==> config.mk <==
export PLATFORM = sky130hd
export DESIGN_NAME = spf_regs
export DESIGN_NICKNAME = d
export VERILOG_FILES = /design/src/spf_pkg.sv /design/src/spf_regs.sv
export SDC_FILE = /design/constraint.sdc
export NUM_CORES = 1
export LEC_CHECK = 0
export BUFFER_PORTS_ARGS = -buffer_cell sky130_fd_sc_hd__buf_2
export CAP_MARGIN = 20
export CORE_ASPECT_RATIO = 0.8
export CORE_UTILIZATION = 25
export CTS_CLUSTER_DIAMETER = 100
export DETAILED_ROUTE_END_ITERATION = 16
export PLACE_DENSITY = 0.44
export RECOVER_POWER = 25
export SKIP_CTS_REPAIR_TIMING = 1
export SYNTH_ARGS = -nofsm -noshare
export SYNTH_HDL_FRONTEND = slang
export SYNTH_SLANG_ARGS = --single-unit
==> constraint.sdc <==
create_clock -name clock -period 19.4 [get_ports clock]
set_input_delay 3.88 -clock clock [delete_from_list [all_inputs] [get_ports clock]]
set_output_delay 3.88 -clock clock [all_outputs]
set_load 0.01 [all_outputs]
==> src/spf_pkg.sv <==
// Operation
// interrupt on receive level at or above a 2-bit software threshold.
// read-only 3-bit count of entries in the transmit FIFO.
// read-only 3-bit count of entries in the receive FIFO.
// word start on empty transmit FIFO sets status bit 5; status read clears.
// status bits 4..1 track rx full, rx not empty, tx empty, tx not full.
// status bit 0 high while a serial transfer is in progress.
// five interrupt enables in bits 4..0, all set after reset.
// masked status shows each cause only when its enable is set.
// raw status shows the same five causes regardless of enables.
// transmit-overflow clear read returns, clears cause; writes ignored.
// receive-overflow clear read returns, clears cause; writes ignored.
// receive-underflow clear read returns, clears cause; writes ignored.
// reading the combined clear clears all three sticky causes at once.
// DMA control bit 1 gates transmit requests, bit 0 receive requests.
// 2-bit transmit DMA level, software writable.
// 2-bit receive DMA level, software writable.
// every data window word pushes transmit, pops receive, in order.
// data port carries 16 bits in the low half of the word.
// transmit DMA request while transmit count at or below its level.
// receive DMA request while receive count at or above its level.
// write to full tx FIFO or word into full rx FIFO flags overflow.
// reading the data port with empty receive FIFO flags underflow.
// transmit-empty cause at or below tx threshold; one OR-ed interrupt.
package spf_pkg;

    // register byte offsets
    localparam logic [7:0] OFS_TX_IRQ_THR = 8'h18;
    localparam logic [7:0] OFS_RX_IRQ_THR = 8'h1c;
    localparam logic [7:0] OFS_TX_LEVEL = 8'h20;
    localparam logic [7:0] OFS_RX_LEVEL = 8'h24;
    localparam logic [7:0] OFS_STATUS = 8'h28;
    localparam logic [7:0] OFS_IRQ_EN = 8'h2c;
    localparam logic [7:0] OFS_IRQ_MASKED = 8'h30;
    localparam logic [7:0] OFS_IRQ_RAW = 8'h34;
    localparam logic [7:0] OFS_TXO_CLR = 8'h38;
    localparam logic [7:0] OFS_RXO_CLR = 8'h3c;
    localparam logic [7:0] OFS_RXU_CLR = 8'h40;
    localparam logic [7:0] OFS_ALL_CLR = 8'h48;
    localparam logic [7:0] OFS_DMA_CTRL = 8'h4c;
    localparam logic [7:0] OFS_DMA_TX_LVL = 8'h50;
    localparam logic [7:0] OFS_DMA_RX_LVL = 8'h54;
    localparam logic [7:0] OFS_DATA_LO = 8'h60;
    localparam logic [7:0] OFS_DATA_HI = 8'hec;

    // status bit positions
    localparam int SR_BUSY = 0;
    localparam int SR_TX_NOT_FULL = 1;
    localparam int SR_TX_EMPTY = 2;
    localparam int SR_RX_NOT_EMPTY = 3;
    localparam int SR_RX_FULL = 4;
    localparam int SR_TX_START_EMPTY = 5;

    // interrupt cause bit positions
    localparam int IRQ_TX_EMPTY = 0;
    localparam int IRQ_TX_OVER = 1;
    localparam int IRQ_RX_UNDER = 2;
    localparam int IRQ_RX_OVER = 3;
    localparam int IRQ_RX_FULL = 4;

    // dma control bit positions
    localparam int DMA_RX_EN = 0;
    localparam int DMA_TX_EN = 1;

    // reset values
    localparam logic [4:0] IRQ_EN_RESET = 5'h1f;
    localparam logic [1:0] LEVEL_RESET = 2'h0;
    localparam logic [1:0] DMA_CTRL_RESET = 2'h0;

    // bits per serial word
    localparam int FRAME_BITS = 16;

    typedef struct packed {
        logic [7:0] addr;
        logic [31:0] wdata;
        logic wr;
        logic rd;
    } spf_bus_req_t;

    typedef enum {
        SPF_IDLE,
        SPF_SHIFT
    } spf_link_state_t;

endpackage

==> src/spf_regs.sv <==
`timescale 1ns/100ps
module spf_regs #(
    parameter int DEPTH = 4
) (
    // clock and reset
    input wire logic clock,
    input wire logic reset,
    // register port
    input wire spf_pkg::spf_bus_req_t bus,
    output logic [31:0] rdata,
    // requests out
    output logic irq,
    output logic tx_dma_req,
    output logic rx_dma_req,
    // serial link, slave side
    input wire logic sclk,
    input wire logic ss_n,
    input wire logic mosi,
    output logic miso,
    output logic miso_oe
);
    localparam int PW = (DEPTH > 1) ? $clog2(DEPTH) : 1;
    localparam logic [2:0] FULL_CNT = 3'(DEPTH);
    localparam logic [3:0] LAST_BIT = 4'(spf_pkg::FRAME_BITS - 1);

    ////////////////////////////////////////////////////////////////////////
    function automatic logic [PW-1:0] ptr_next(input logic [PW-1:0] p);
        ptr_next = (p == PW'(DEPTH - 1)) ? '0 : PW'(p + 1'b1);
    endfunction

    function automatic logic in_window(input logic [7:0] a);
        in_window = (a >= spf_pkg::OFS_DATA_LO) &&
            (a <= spf_pkg::OFS_DATA_HI) && (a[1:0] == 2'h0);
    endfunction

    ////////////////////////////////////////////////////////////////////////
    // software-visible state
    logic [1:0] tx_irq_level_q;
    logic [1:0] rx_irq_level_q;
    logic [4:0] irq_en_q;
    logic tx_dma_en_q;
    logic rx_dma_en_q;
    logic [1:0] tx_dma_level_q;
    logic [1:0] rx_dma_level_q;
    logic tx_over_q;
    logic rx_over_q;
    logic rx_under_q;
    logic tx_start_empty_q;
    logic [31:0] rdata_q;
    logic irq_q;
    logic tx_dma_req_q;
    logic rx_dma_req_q;

    // fifos
    logic [15:0] tx_mem_q [DEPTH];
    logic [15:0] rx_mem_q [DEPTH];
    logic [PW-1:0] tx_wp_q, tx_rp_q, rx_wp_q, rx_rp_q;
    logic [2:0] tx_cnt_q, rx_cnt_q;

    // link side
    logic sclk_s1_q, sclk_s2_q, sclk_s3_q;
    logic ss_s1_q, ss_s2_q;
    logic mosi_s1_q, mosi_s2_q;
    spf_pkg::spf_link_state_t state_q;
    logic [3:0] bit_cnt_q;
    logic [15:0] tx_shift_q;
    logic [15:0] rx_shift_q;
    logic miso_q;
    logic miso_oe_q;

    ////////////////////////////////////////////////////////////////////////
    // decode
    logic wr_win, rd_win, rd_status, rd_txo, rd_rxo, rd_rxu, rd_all;
    logic tx_full, tx_empty, rx_full, rx_empty;
    logic tx_push, tx_pop, rx_push, rx_pop;
    logic sclk_rise, sclk_fall, word_end, word_load;
    logic [15:0] rx_word;
    logic [4:0] raw, masked;

    assign wr_win = bus.wr && in_window(bus.addr);
    assign rd_win = bus.rd && in_window(bus.addr);
    assign rd_status = bus.rd && bus.addr == spf_pkg::OFS_STATUS;
    assign rd_txo = bus.rd && bus.addr == spf_pkg::OFS_TXO_CLR;
    assign rd_rxo = bus.rd && bus.addr == spf_pkg::OFS_RXO_CLR;
    assign rd_rxu = bus.rd && bus.addr == spf_pkg::OFS_RXU_CLR;
    assign rd_all = bus.rd && bus.addr == spf_pkg::OFS_ALL_CLR;

    assign tx_full = tx_cnt_q == FULL_CNT;
    assign tx_empty = tx_cnt_q == 3'h0;
    assign rx_full = rx_cnt_q == FULL_CNT;
    assign rx_empty = rx_cnt_q == 3'h0;

    assign sclk_rise = sclk_s2_q && !sclk_s3_q;
    assign sclk_fall = !sclk_s2_q && sclk_s3_q;
    assign word_end = state_q == spf_pkg::SPF_SHIFT && !ss_s2_q &&
        sclk_rise && bit_cnt_q == LAST_BIT;
    // next word loads on the fall after a word ends: a frame end pops nothing
    assign word_load = !ss_s2_q && (state_q == spf_pkg::SPF_IDLE ||
        (sclk_fall && bit_cnt_q == 4'h0));
    assign rx_word = {rx_shift_q[14:0], mosi_s2_q};

    assign tx_push = wr_win && !tx_full;
    assign tx_pop = word_load && !tx_empty;
    assign rx_push = word_end && !rx_full;
    assign rx_pop = rd_win && !rx_empty;

    assign raw[spf_pkg::IRQ_RX_FULL] = rx_cnt_q >= 3'(rx_irq_level_q);
    assign raw[spf_pkg::IRQ_RX_OVER] = rx_over_q;
    assign raw[spf_pkg::IRQ_RX_UNDER] = rx_under_q;
    assign raw[spf_pkg::IRQ_TX_OVER] = tx_over_q;
    assign raw[spf_pkg::IRQ_TX_EMPTY] = tx_cnt_q <= 3'(tx_irq_level_q);
    assign masked = raw & irq_en_q;

    ////////////////////////////////////////////////////////////////////////
    // control registers
    always_ff @(posedge clock or posedge reset) begin
        if (reset) begin
            tx_irq_level_q <= spf_pkg::LEVEL_RESET;
            rx_irq_level_q <= spf_pkg::LEVEL_RESET;
            irq_en_q <= spf_pkg::IRQ_EN_RESET;
            tx_dma_en_q <= 1'b0;
            rx_dma_en_q <= 1'b0;
            tx_dma_level_q <= spf_pkg::LEVEL_RESET;
            rx_dma_level_q <= spf_pkg::LEVEL_RESET;
        end else if (bus.wr) begin
            case (bus.addr)
                spf_pkg::OFS_TX_IRQ_THR: tx_irq_level_q <= bus.wdata[1:0];
                spf_pkg::OFS_RX_IRQ_THR: rx_irq_level_q <= bus.wdata[1:0];
                spf_pkg::OFS_IRQ_EN: irq_en_q <= bus.wdata[4:0];
                spf_pkg::OFS_DMA_CTRL: begin
                    tx_dma_en_q <= bus.wdata[spf_pkg::DMA_TX_EN];
                    rx_dma_en_q <= bus.wdata[spf_pkg::DMA_RX_EN];
                end
                spf_pkg::OFS_DMA_TX_LVL: tx_dma_level_q <= bus.wdata[1:0];
                spf_pkg::OFS_DMA_RX_LVL: rx_dma_level_q <= bus.wdata[1:0];
                default: ;
            endcase
        end
    end

    ////////////////////////////////////////////////////////////////////////
    // sticky causes; a set in the clearing cycle wins
    always_ff @(posedge clock or posedge reset) begin
        if (reset) begin
            tx_over_q <= 1'b0;
            rx_over_q <= 1'b0;
            rx_under_q <= 1'b0;
            tx_start_empty_q <= 1'b0;
        end else begin
            if (wr_win && tx_full)
                tx_over_q <= 1'b1;
            else if (rd_txo || rd_all)
                tx_over_q <= 1'b0;
            if (word_end && rx_full)
                rx_over_q <= 1'b1;
            else if (rd_rxo || rd_all)
                rx_over_q <= 1'b0;
            if (rd_win && rx_empty)
                rx_under_q <= 1'b1;
            else if (rd_rxu || rd_all)
                rx_under_q <= 1'b0;
            if (word_load && tx_empty)
                tx_start_empty_q <= 1'b1;
            else if (rd_status)
                tx_start_empty_q <= 1'b0;
        end
    end

    ////////////////////////////////////////////////////////////////////////
    // read port: data valid only in the cycle after the strobe
    logic [31:0] rd_d;

    always_comb begin
        rd_d = 32'h0;
        case (bus.addr)
            spf_pkg::OFS_TX_IRQ_THR: rd_d[1:0] = tx_irq_level_q;
            spf_pkg::OFS_RX_IRQ_THR: rd_d[1:0] = rx_irq_level_q;
            spf_pkg::OFS_TX_LEVEL: rd_d[2:0] = tx_cnt_q;
            spf_pkg::OFS_RX_LEVEL: rd_d[2:0] = rx_cnt_q;
            spf_pkg::OFS_STATUS: begin
                rd_d[spf_pkg::SR_TX_START_EMPTY] = tx_start_empty_q;
                rd_d[spf_pkg::SR_RX_FULL] = rx_full;
                rd_d[spf_pkg::SR_RX_NOT_EMPTY] = !rx_empty;
                rd_d[spf_pkg::SR_TX_EMPTY] = tx_empty;
                rd_d[spf_pkg::SR_TX_NOT_FULL] = !tx_full;
                rd_d[spf_pkg::SR_BUSY] = state_q == spf_pkg::SPF_SHIFT;
            end
            spf_pkg::OFS_IRQ_EN: rd_d[4:0] = irq_en_q;
            spf_pkg::OFS_IRQ_MASKED: rd_d[4:0] = masked;
            spf_pkg::OFS_IRQ_RAW: rd_d[4:0] = raw;
            spf_pkg::OFS_TXO_CLR: rd_d[0] = tx_over_q;
            spf_pkg::OFS_RXO_CLR: rd_d[0] = rx_over_q;
            spf_pkg::OFS_RXU_CLR: rd_d[0] = rx_under_q;
            spf_pkg::OFS_ALL_CLR: rd_d[0] = |raw[3:1];
            spf_pkg::OFS_DMA_CTRL: begin
                rd_d[spf_pkg::DMA_TX_EN] = tx_dma_en_q;
                rd_d[spf_pkg::DMA_RX_EN] = rx_dma_en_q;
            end
            spf_pkg::OFS_DMA_TX_LVL: rd_d[1:0] = tx_dma_level_q;
            spf_pkg::OFS_DMA_RX_LVL: rd_d[1:0] = rx_dma_level_q;
            default: begin
                if (in_window(bus.addr) && !rx_empty)
                    rd_d[15:0] = rx_mem_q[rx_rp_q];
            end
        endcase
    end

    always_ff @(posedge clock or posedge reset) begin
        if (reset)
            rdata_q <= 32'h0;
        else
            rdata_q <= bus.rd ? rd_d : 32'h0;
    end

    ////////////////////////////////////////////////////////////////////////
    // transmit fifo
    always_ff @(posedge clock or posedge reset) begin
        if (reset) begin
            tx_wp_q <= '0;
            for (int i = 0; i < DEPTH; i++)
                tx_mem_q[i] <= 16'h0;
        end else if (tx_push) begin
            tx_mem_q[tx_wp_q] <= bus.wdata[15:0];
            tx_wp_q <= ptr_next(tx_wp_q);
        end
    end

    always_ff @(posedge clock or posedge reset) begin
        if (reset) begin
            tx_rp_q <= '0;
            tx_cnt_q <= 3'h0;
        end else begin
            if (tx_pop)
                tx_rp_q <= ptr_next(tx_rp_q);
            if (tx_push && !tx_pop)
                tx_cnt_q <= tx_cnt_q + 3'h1;
            else if (tx_pop && !tx_push)
                tx_cnt_q <= tx_cnt_q - 3'h1;
        end
    end

    // receive fifo
    always_ff @(posedge clock or posedge reset) begin
        if (reset) begin
            rx_wp_q <= '0;
            for (int i = 0; i < DEPTH; i++)
                rx_mem_q[i] <= 16'h0;
        end else if (rx_push) begin
            rx_mem_q[rx_wp_q] <= rx_word;
            rx_wp_q <= ptr_next(rx_wp_q);
        end
    end

    always_ff @(posedge clock or posedge reset) begin
        if (reset) begin
            rx_rp_q <= '0;
            rx_cnt_q <= 3'h0;
        end else begin
            if (rx_pop)
                rx_rp_q <= ptr_next(rx_rp_q);
            if (rx_push && !rx_pop)
                rx_cnt_q <= rx_cnt_q + 3'h1;
            else if (rx_pop && !rx_push)
                rx_cnt_q <= rx_cnt_q - 3'h1;
        end
    end

    ////////////////////////////////////////////////////////////////////////
    // request outputs
    always_ff @(posedge clock or posedge reset) begin
        if (reset) begin
            irq_q <= 1'b0;
            tx_dma_req_q <= 1'b0;
            rx_dma_req_q <= 1'b0;
        end else begin
            irq_q <= |masked;
            tx_dma_req_q <= tx_dma_en_q &&
                tx_cnt_q <= 3'(tx_dma_level_q);
            rx_dma_req_q <= rx_dma_en_q &&
                rx_cnt_q >= 3'(rx_dma_level_q);
        end
    end

    ////////////////////////////////////////////////////////////////////////
    // pin synchronisers; third sclk stage only feeds edge detection
    always_ff @(posedge clock or posedge reset) begin
        if (reset) begin
            sclk_s1_q <= 1'b0;
            sclk_s2_q <= 1'b0;
            sclk_s3_q <= 1'b0;
            ss_s1_q <= 1'b1;
            ss_s2_q <= 1'b1;
            mosi_s1_q <= 1'b0;
            mosi_s2_q <= 1'b0;
        end else begin
            sclk_s1_q <= sclk;
            sclk_s2_q <= sclk_s1_q;
            sclk_s3_q <= sclk_s2_q;
            ss_s1_q <= ss_n;
            ss_s2_q <= ss_s1_q;
            mosi_s1_q <= mosi;
            mosi_s2_q <= mosi_s1_q;
        end
    end

    // slave shifter, clock idle low, sample on rise, change on fall
    always_ff @(posedge clock or posedge reset) begin
        if (reset) begin
            state_q <= spf_pkg::SPF_IDLE;
            bit_cnt_q <= 4'h0;
            tx_shift_q <= 16'h0;
            rx_shift_q <= 16'h0;
        end else begin
            case (state_q)
                spf_pkg::SPF_IDLE: begin
                    if (!ss_s2_q)
                        state_q <= spf_pkg::SPF_SHIFT;
                end
                spf_pkg::SPF_SHIFT: begin
                    if (ss_s2_q) begin
                        state_q <= spf_pkg::SPF_IDLE;
                    end else if (sclk_rise) begin
                        rx_shift_q <= rx_word;
                        bit_cnt_q <= (bit_cnt_q == LAST_BIT) ? 4'h0 :
                            bit_cnt_q + 4'h1;
                    end else if (sclk_fall && bit_cnt_q != 4'h0) begin
                        tx_shift_q <= {tx_shift_q[14:0], 1'b0};
                    end
                end
                default: state_q <= spf_pkg::SPF_IDLE;
            endcase
            // an empty fifo at word start sends zeros
            if (word_load) begin
                tx_shift_q <= tx_empty ? 16'h0 : tx_mem_q[tx_rp_q];
                if (state_q == spf_pkg::SPF_IDLE)
                    bit_cnt_q <= 4'h0;
            end
        end
    end

    always_ff @(posedge clock or posedge reset) begin
        if (reset) begin
            miso_q <= 1'b0;
            miso_oe_q <= 1'b0;
        end else begin
            miso_q <= tx_shift_q[15];
            miso_oe_q <= state_q == spf_pkg::SPF_SHIFT && !ss_s2_q;
        end
    end

    assign rdata = rdata_q;
    assign irq = irq_q;
    assign tx_dma_req = tx_dma_req_q;
    assign rx_dma_req = rx_dma_req_q;
    assign miso = miso_q;
    assign miso_oe = miso_oe_q;

    ////////////////////////////////////////////////////////////////////////
    a_tx_level_read: assert property (
        @(posedge clock) disable iff (reset)
        bus.rd && bus.addr == spf_pkg::OFS_TX_LEVEL
        |=> rdata_q == {29'h0, $past(tx_cnt_q)})
        else $error("transmit level readback wrong");

    a_rx_push_count: assert property (
        @(posedge clock) disable iff (reset)
        rx_push && !rx_pop |=> rx_cnt_q == $past(rx_cnt_q) + 3'h1)
        else $error("receive count did not grow");

    a_start_empty_set: assert property (
        @(posedge clock) disable iff (reset)
        word_load && tx_empty |=> tx_start_empty_q ##1 tx_start_empty_q
            || $past(rd_status))
        else $error("start-empty flag not held");

    a_status_clears: assert property (
        @(posedge clock) disable iff (reset)
        rd_status && !(word_load && tx_empty) |=> !tx_start_empty_q)
        else $error("status read did not clear flag");

    a_busy_frame: assert property (
        @(posedge clock) disable iff (reset)
        $fell(ss_s2_q) |=> rd_d[spf_pkg::SR_BUSY] ||
            bus.addr != spf_pkg::OFS_STATUS ##0 state_q == spf_pkg::SPF_SHIFT)
        else $error("busy not raised at frame start");

    a_tx_over_set: assert property (
        @(posedge clock) disable iff (reset)
        wr_win && tx_full |=> tx_over_q && tx_cnt_q <= FULL_CNT)
        else $error("transmit overflow not flagged");

    a_txo_clear: assert property (
        @(posedge clock) disable iff (reset)
        rd_txo && !(wr_win && tx_full) |=> !tx_over_q
            && rdata_q[0] == $past(tx_over_q))
        else $error("transmit overflow clear read wrong");

    a_under_set: assert property (
        @(posedge clock) disable iff (reset)
        rd_win && rx_empty |=> rx_under_q && rdata_q == 32'h0)
        else $error("receive underflow not flagged");

    a_irq_masked: assert property (
        @(posedge clock) disable iff (reset)
        (raw & irq_en_q) == 5'h0 ##1 (raw & irq_en_q) == 5'h0 |-> !irq_q)
        else $error("interrupt with every cause masked");

    a_tx_dma_gate: assert property (
        @(posedge clock) disable iff (reset)
        !tx_dma_en_q |=> !tx_dma_req_q)
        else $error("transmit dma request while disabled");

    a_rx_dma_level: assert property (
        @(posedge clock) disable iff (reset)
        rx_dma_en_q && rx_cnt_q >= {1'b0, rx_dma_level_q} |=> rx_dma_req_q)
        else $error("receive dma request missing");

endmodule

==> results.py <==
metrics = {
    "setup_path": {
        "cp_data_arrival_time_ns": 7.48,
        "cp_max_fo": 92,
        "worstSetupStartpointType": "input pin",
        "max_stage_delay_ns": 2.40,
        "cpMaxStageDelayCell": "clkinvlp_2",
        "worstSetupPathType": "input pin to async pin",
        "end_kind": "async pin",
        "worstPathRequired_ns": 19.92,
        "r2r_setup_slack_ns": 15.08,
        "worstPathCellList": "buf_2, clkinvlp_2, buf_4",
    },
    "global_route": {
        "grt_pass1_wl_um": 40500,
        "gr-usage-all-layers_pct": 11.6,
        "grt_max_degree": 93,
        "antenna_found_initial": 2,
        "grt_pass1_vias": 6644,
        "grt-ovfl-total": 0,
    },
    "clocking": {
        "cts_tree": "yes",
        "clk_pin_slew_ns": 0.06,
        "cts_root_buf": "clkbuf_16",
        "cts_made_buffers": 26,
        "htree_num_levels": 1,
        "insertion_delay_ns": 0.54,
        "cts_sinks": 225,
        "cts.path.max_buffers": 3,
    },
    "drt": {
        "wl_per_cell_um": 17.4,
        "drt_iter0_drc": 409,
        "drc": 0,
        "detail-route-antenna-nets": 0,
        "vias_per_cell": 4.57,
        "first_pass_iters": 5,
        "finalWirelength_um": 24500,
        "vias": 6440,
    },
    "synthesis": {
        "synthFlopType": "dfrtp_1",
        "synthAdderAreaFrac_pct": 3.15,
        "syn_area_per_cell_um2": 13.6,
        "syn_inst": 795,
        "synth_compound_area_share_pct": 5.91,
        "yosys.area.top_type": "dfrtp_1",
        "synth.distinct_cells": 71,
        "async_reset_ff_share_pct": 100,
        "ys_seq_area_share_pct": 52.1,
        "synth.top_cell.area_share_pct": 50.4,
        "synth_area_leaders": "dfrtp_1, mux2_2, mux4_2, mux2_4, ha_1",
        "synthSimpleGateAreaFrac_pct": 8.81,
        "synth_xor_area_share_pct": 0.567,
        "synth_top_family_by_area": "multiplexers",
        "syn_area_um2": 10800,
        "ys_warn_count": 0,
        "ys_seq_elements": 225,
        "synthMuxAreaShare_pct": 25.2,
        "synth_edf_count": 0,
    },
    "worst_hold_path": {
        "hp-class": "flop to flop",
    },
    "placement": {
        "dp.cells": 1362,
        "dp_hpwl_um": 15500,
        "port-buffer-count": 51,
        "gp_congestion": 0.808,
    },
    "run_status": {
        "violations": "capacitance limit, slew limit",
        "status": "finished with violations",
    },
    "power": {
        "power.leakage_nw": 5.69,
        "p_per_area_nw_per_um2": 117,
        "ir_worst_vdd_mv": 0.0606,
    },
    "timing": {
        "finalHoldViolations": 0,
        "rsz0062_at_grt": "false",
        "finClkSkew_ns": 0.0160,
        "slew_viol_final": 93,
        "relSlewSlack_pct": -189,
        "tightest_slew_ns": 4.31,
        "fin_crit_sh_pct": 35.9,
        "period_minus_slack_ns": 6.96,
        "fin_tns_setup_ns": 0,
        "fmax_mhz": 144,
        "setup_violations": 0,
    },
    "finish": {
        "final_cell_count_no_fill": 1409,
        "nets": 912,
        "fill_cells": 4333,
        "drive_gt1_share_pct": 35.3,
        "area_growth_pct": 13.5,
    },
    "floorplanning": {
        "start_util_pct": 25.6,
        "core-area_um2": 42300,
        "die_x_um": 235,
        "dieArea_um2": 44100,
        "row_count": 67,
        "die_y_um": 188,
        "io_pins": 84,
    },
    "job": {
        "drv_cap": 1,
    },
}
## path summary, 6_finish.rpt
check                          start       endpoint  depth (start not counted)
hold / removal             mosi_s1_q      mosi_s2_q                          0
max in group clock           bus[40]    rx_cnt_q[1]                          9
min in group asynchronous      reset   tx_mem_q[53]                          2
hold reg to reg            mosi_s1_q      mosi_s2_q                          0
setup / recovery               reset  tx_shift_q[8]                          3
setup reg to reg             ss_s2_q   rx_mem_q[55]                          7
## report_power, final
part / switching, mW / internal (mW)
registers: 0.0801 / 0.570
clock network: 0.191 / 0.285
logic: 0.131 / 0.178
## through the flow
step                      area (um2)  power [mW]  utilization, %  hold slack (ns)  setup WS, ns
after global placement         11500       0.969            27.3            0.337         12.77
final                          12300        1.43            29.1            0.355         12.44
after global routing           12300        1.53            29.1            0.369         11.61
after detailed placement       11500       0.974            27.3            0.339         12.81
after CTS                      12400        1.47            29.3            0.356         13.39
after floorplan                10900       0.889               -            0.331          9.37
## layer usage
layer / track usage, % / vias to the layer above / share of wire [%]
met3: 2.44 / 34 / 4.4
met5: 0 / - / 0.053
met1: 17.9 / 3339 / 53
met4: 2.96 / 2 / 1.7
met2: 16.1 / 122 / 41
li1: - / 2943 / -
## layout by cell type, fill, tap and decap left out, drive strengths merged, types with 3 or more instances in the layout
| master | Yosys | routed |
|---|---|---|
| dfstp | 7 | 7 |
| and2 | 11 | 11 |
| nor4b | 5 | 5 |
| ha | 24 | 24 |
| o31a | 3 | 3 |
| nand3b | 18 | 18 |
| nor2 | 36 | 36 |
| a31oi | 19 | 19 |
| buf | 38 | 55 |
| xor2 | 5 | 5 |
| a211oi | 4 | 4 |
| o22ai | 3 | 3 |
| a22oi | 3 | 3 |
| and3 | 5 | 5 |
| nor3 | 3 | 3 |
| nand4 | 3 | 3 |
| mux4 | 33 | 33 |
| clkbuf | 21 | 44 |
| a21oi | 14 | 14 |
| conb | 1 | 16 |
| nand2 | 33 | 33 |
| nor2b | 4 | 4 |
| and3b | 3 | 3 |
| nor3b | 5 | 5 |
| mux2 | 161 | 161 |
| inv | 25 | 25 |
| o21ai | 36 | 36 |
| nand2b | 5 | 5 |
| nand3 | 13 | 13 |
| a22o | 3 | 3 |
| dfrtp | 218 | 218 |
## sequential cells by signal, indices dropped and copies added (netlist names), 3 cells and up
signal	flops
rdata	16
rx_cnt_q	3
rx_shift_q	15
irq_en_q	5
bit_cnt_q	4
tx_cnt_q	3
tx_shift_q	16
rx_mem_q	64
tx_mem_q	64
## Yosys cell counts, types with 11 or more instances
cell type and number:
nand3b_1 17, nor2_1 33, nand3_1 13, a21oi_1 13, clkbuf_1 21, buf_2 11, mux4_2 33, nand2_1 25
a31oi_1 19, buf_4 16, inv_1 24, mux2_4 40, dfrtp_1 218, ha_1 24, and2_1 11, o21ai_0 35
mux2_2 119
## kinds of logic (layout without fill, tap and decap cells)
kind of cell,count (synthesis),after routing
AOI/OAI and AO/OA,101,101
xor gates and xnor gates,7,7
adders and majority gates,26,26
buffers and inverters,84,129
DFF,225,225
muxes,196,196
other,1,18
and+or+nand+nor,155,155
## worst max-delay path, delay by kind of cell
kind     cells  cell delay (ns)
buf+inv      3             3.52
## area by class of cell
cell class	count	area [um2]	area share, %
Tap cell	552	691	5.62
Timing Repair Buffer	60	309	2.52
Multi-Input combinational cell	501	4720	38.4
Antenna cell	2	5.00	0.0407
Sequential cell	225	5640	45.9
Clock inverter	5	56.3	0.458
Clock buffer	39	771	6.27
Inverter	25	95.1	0.774
No activity file was read; power rests on OpenSTA's default activity.
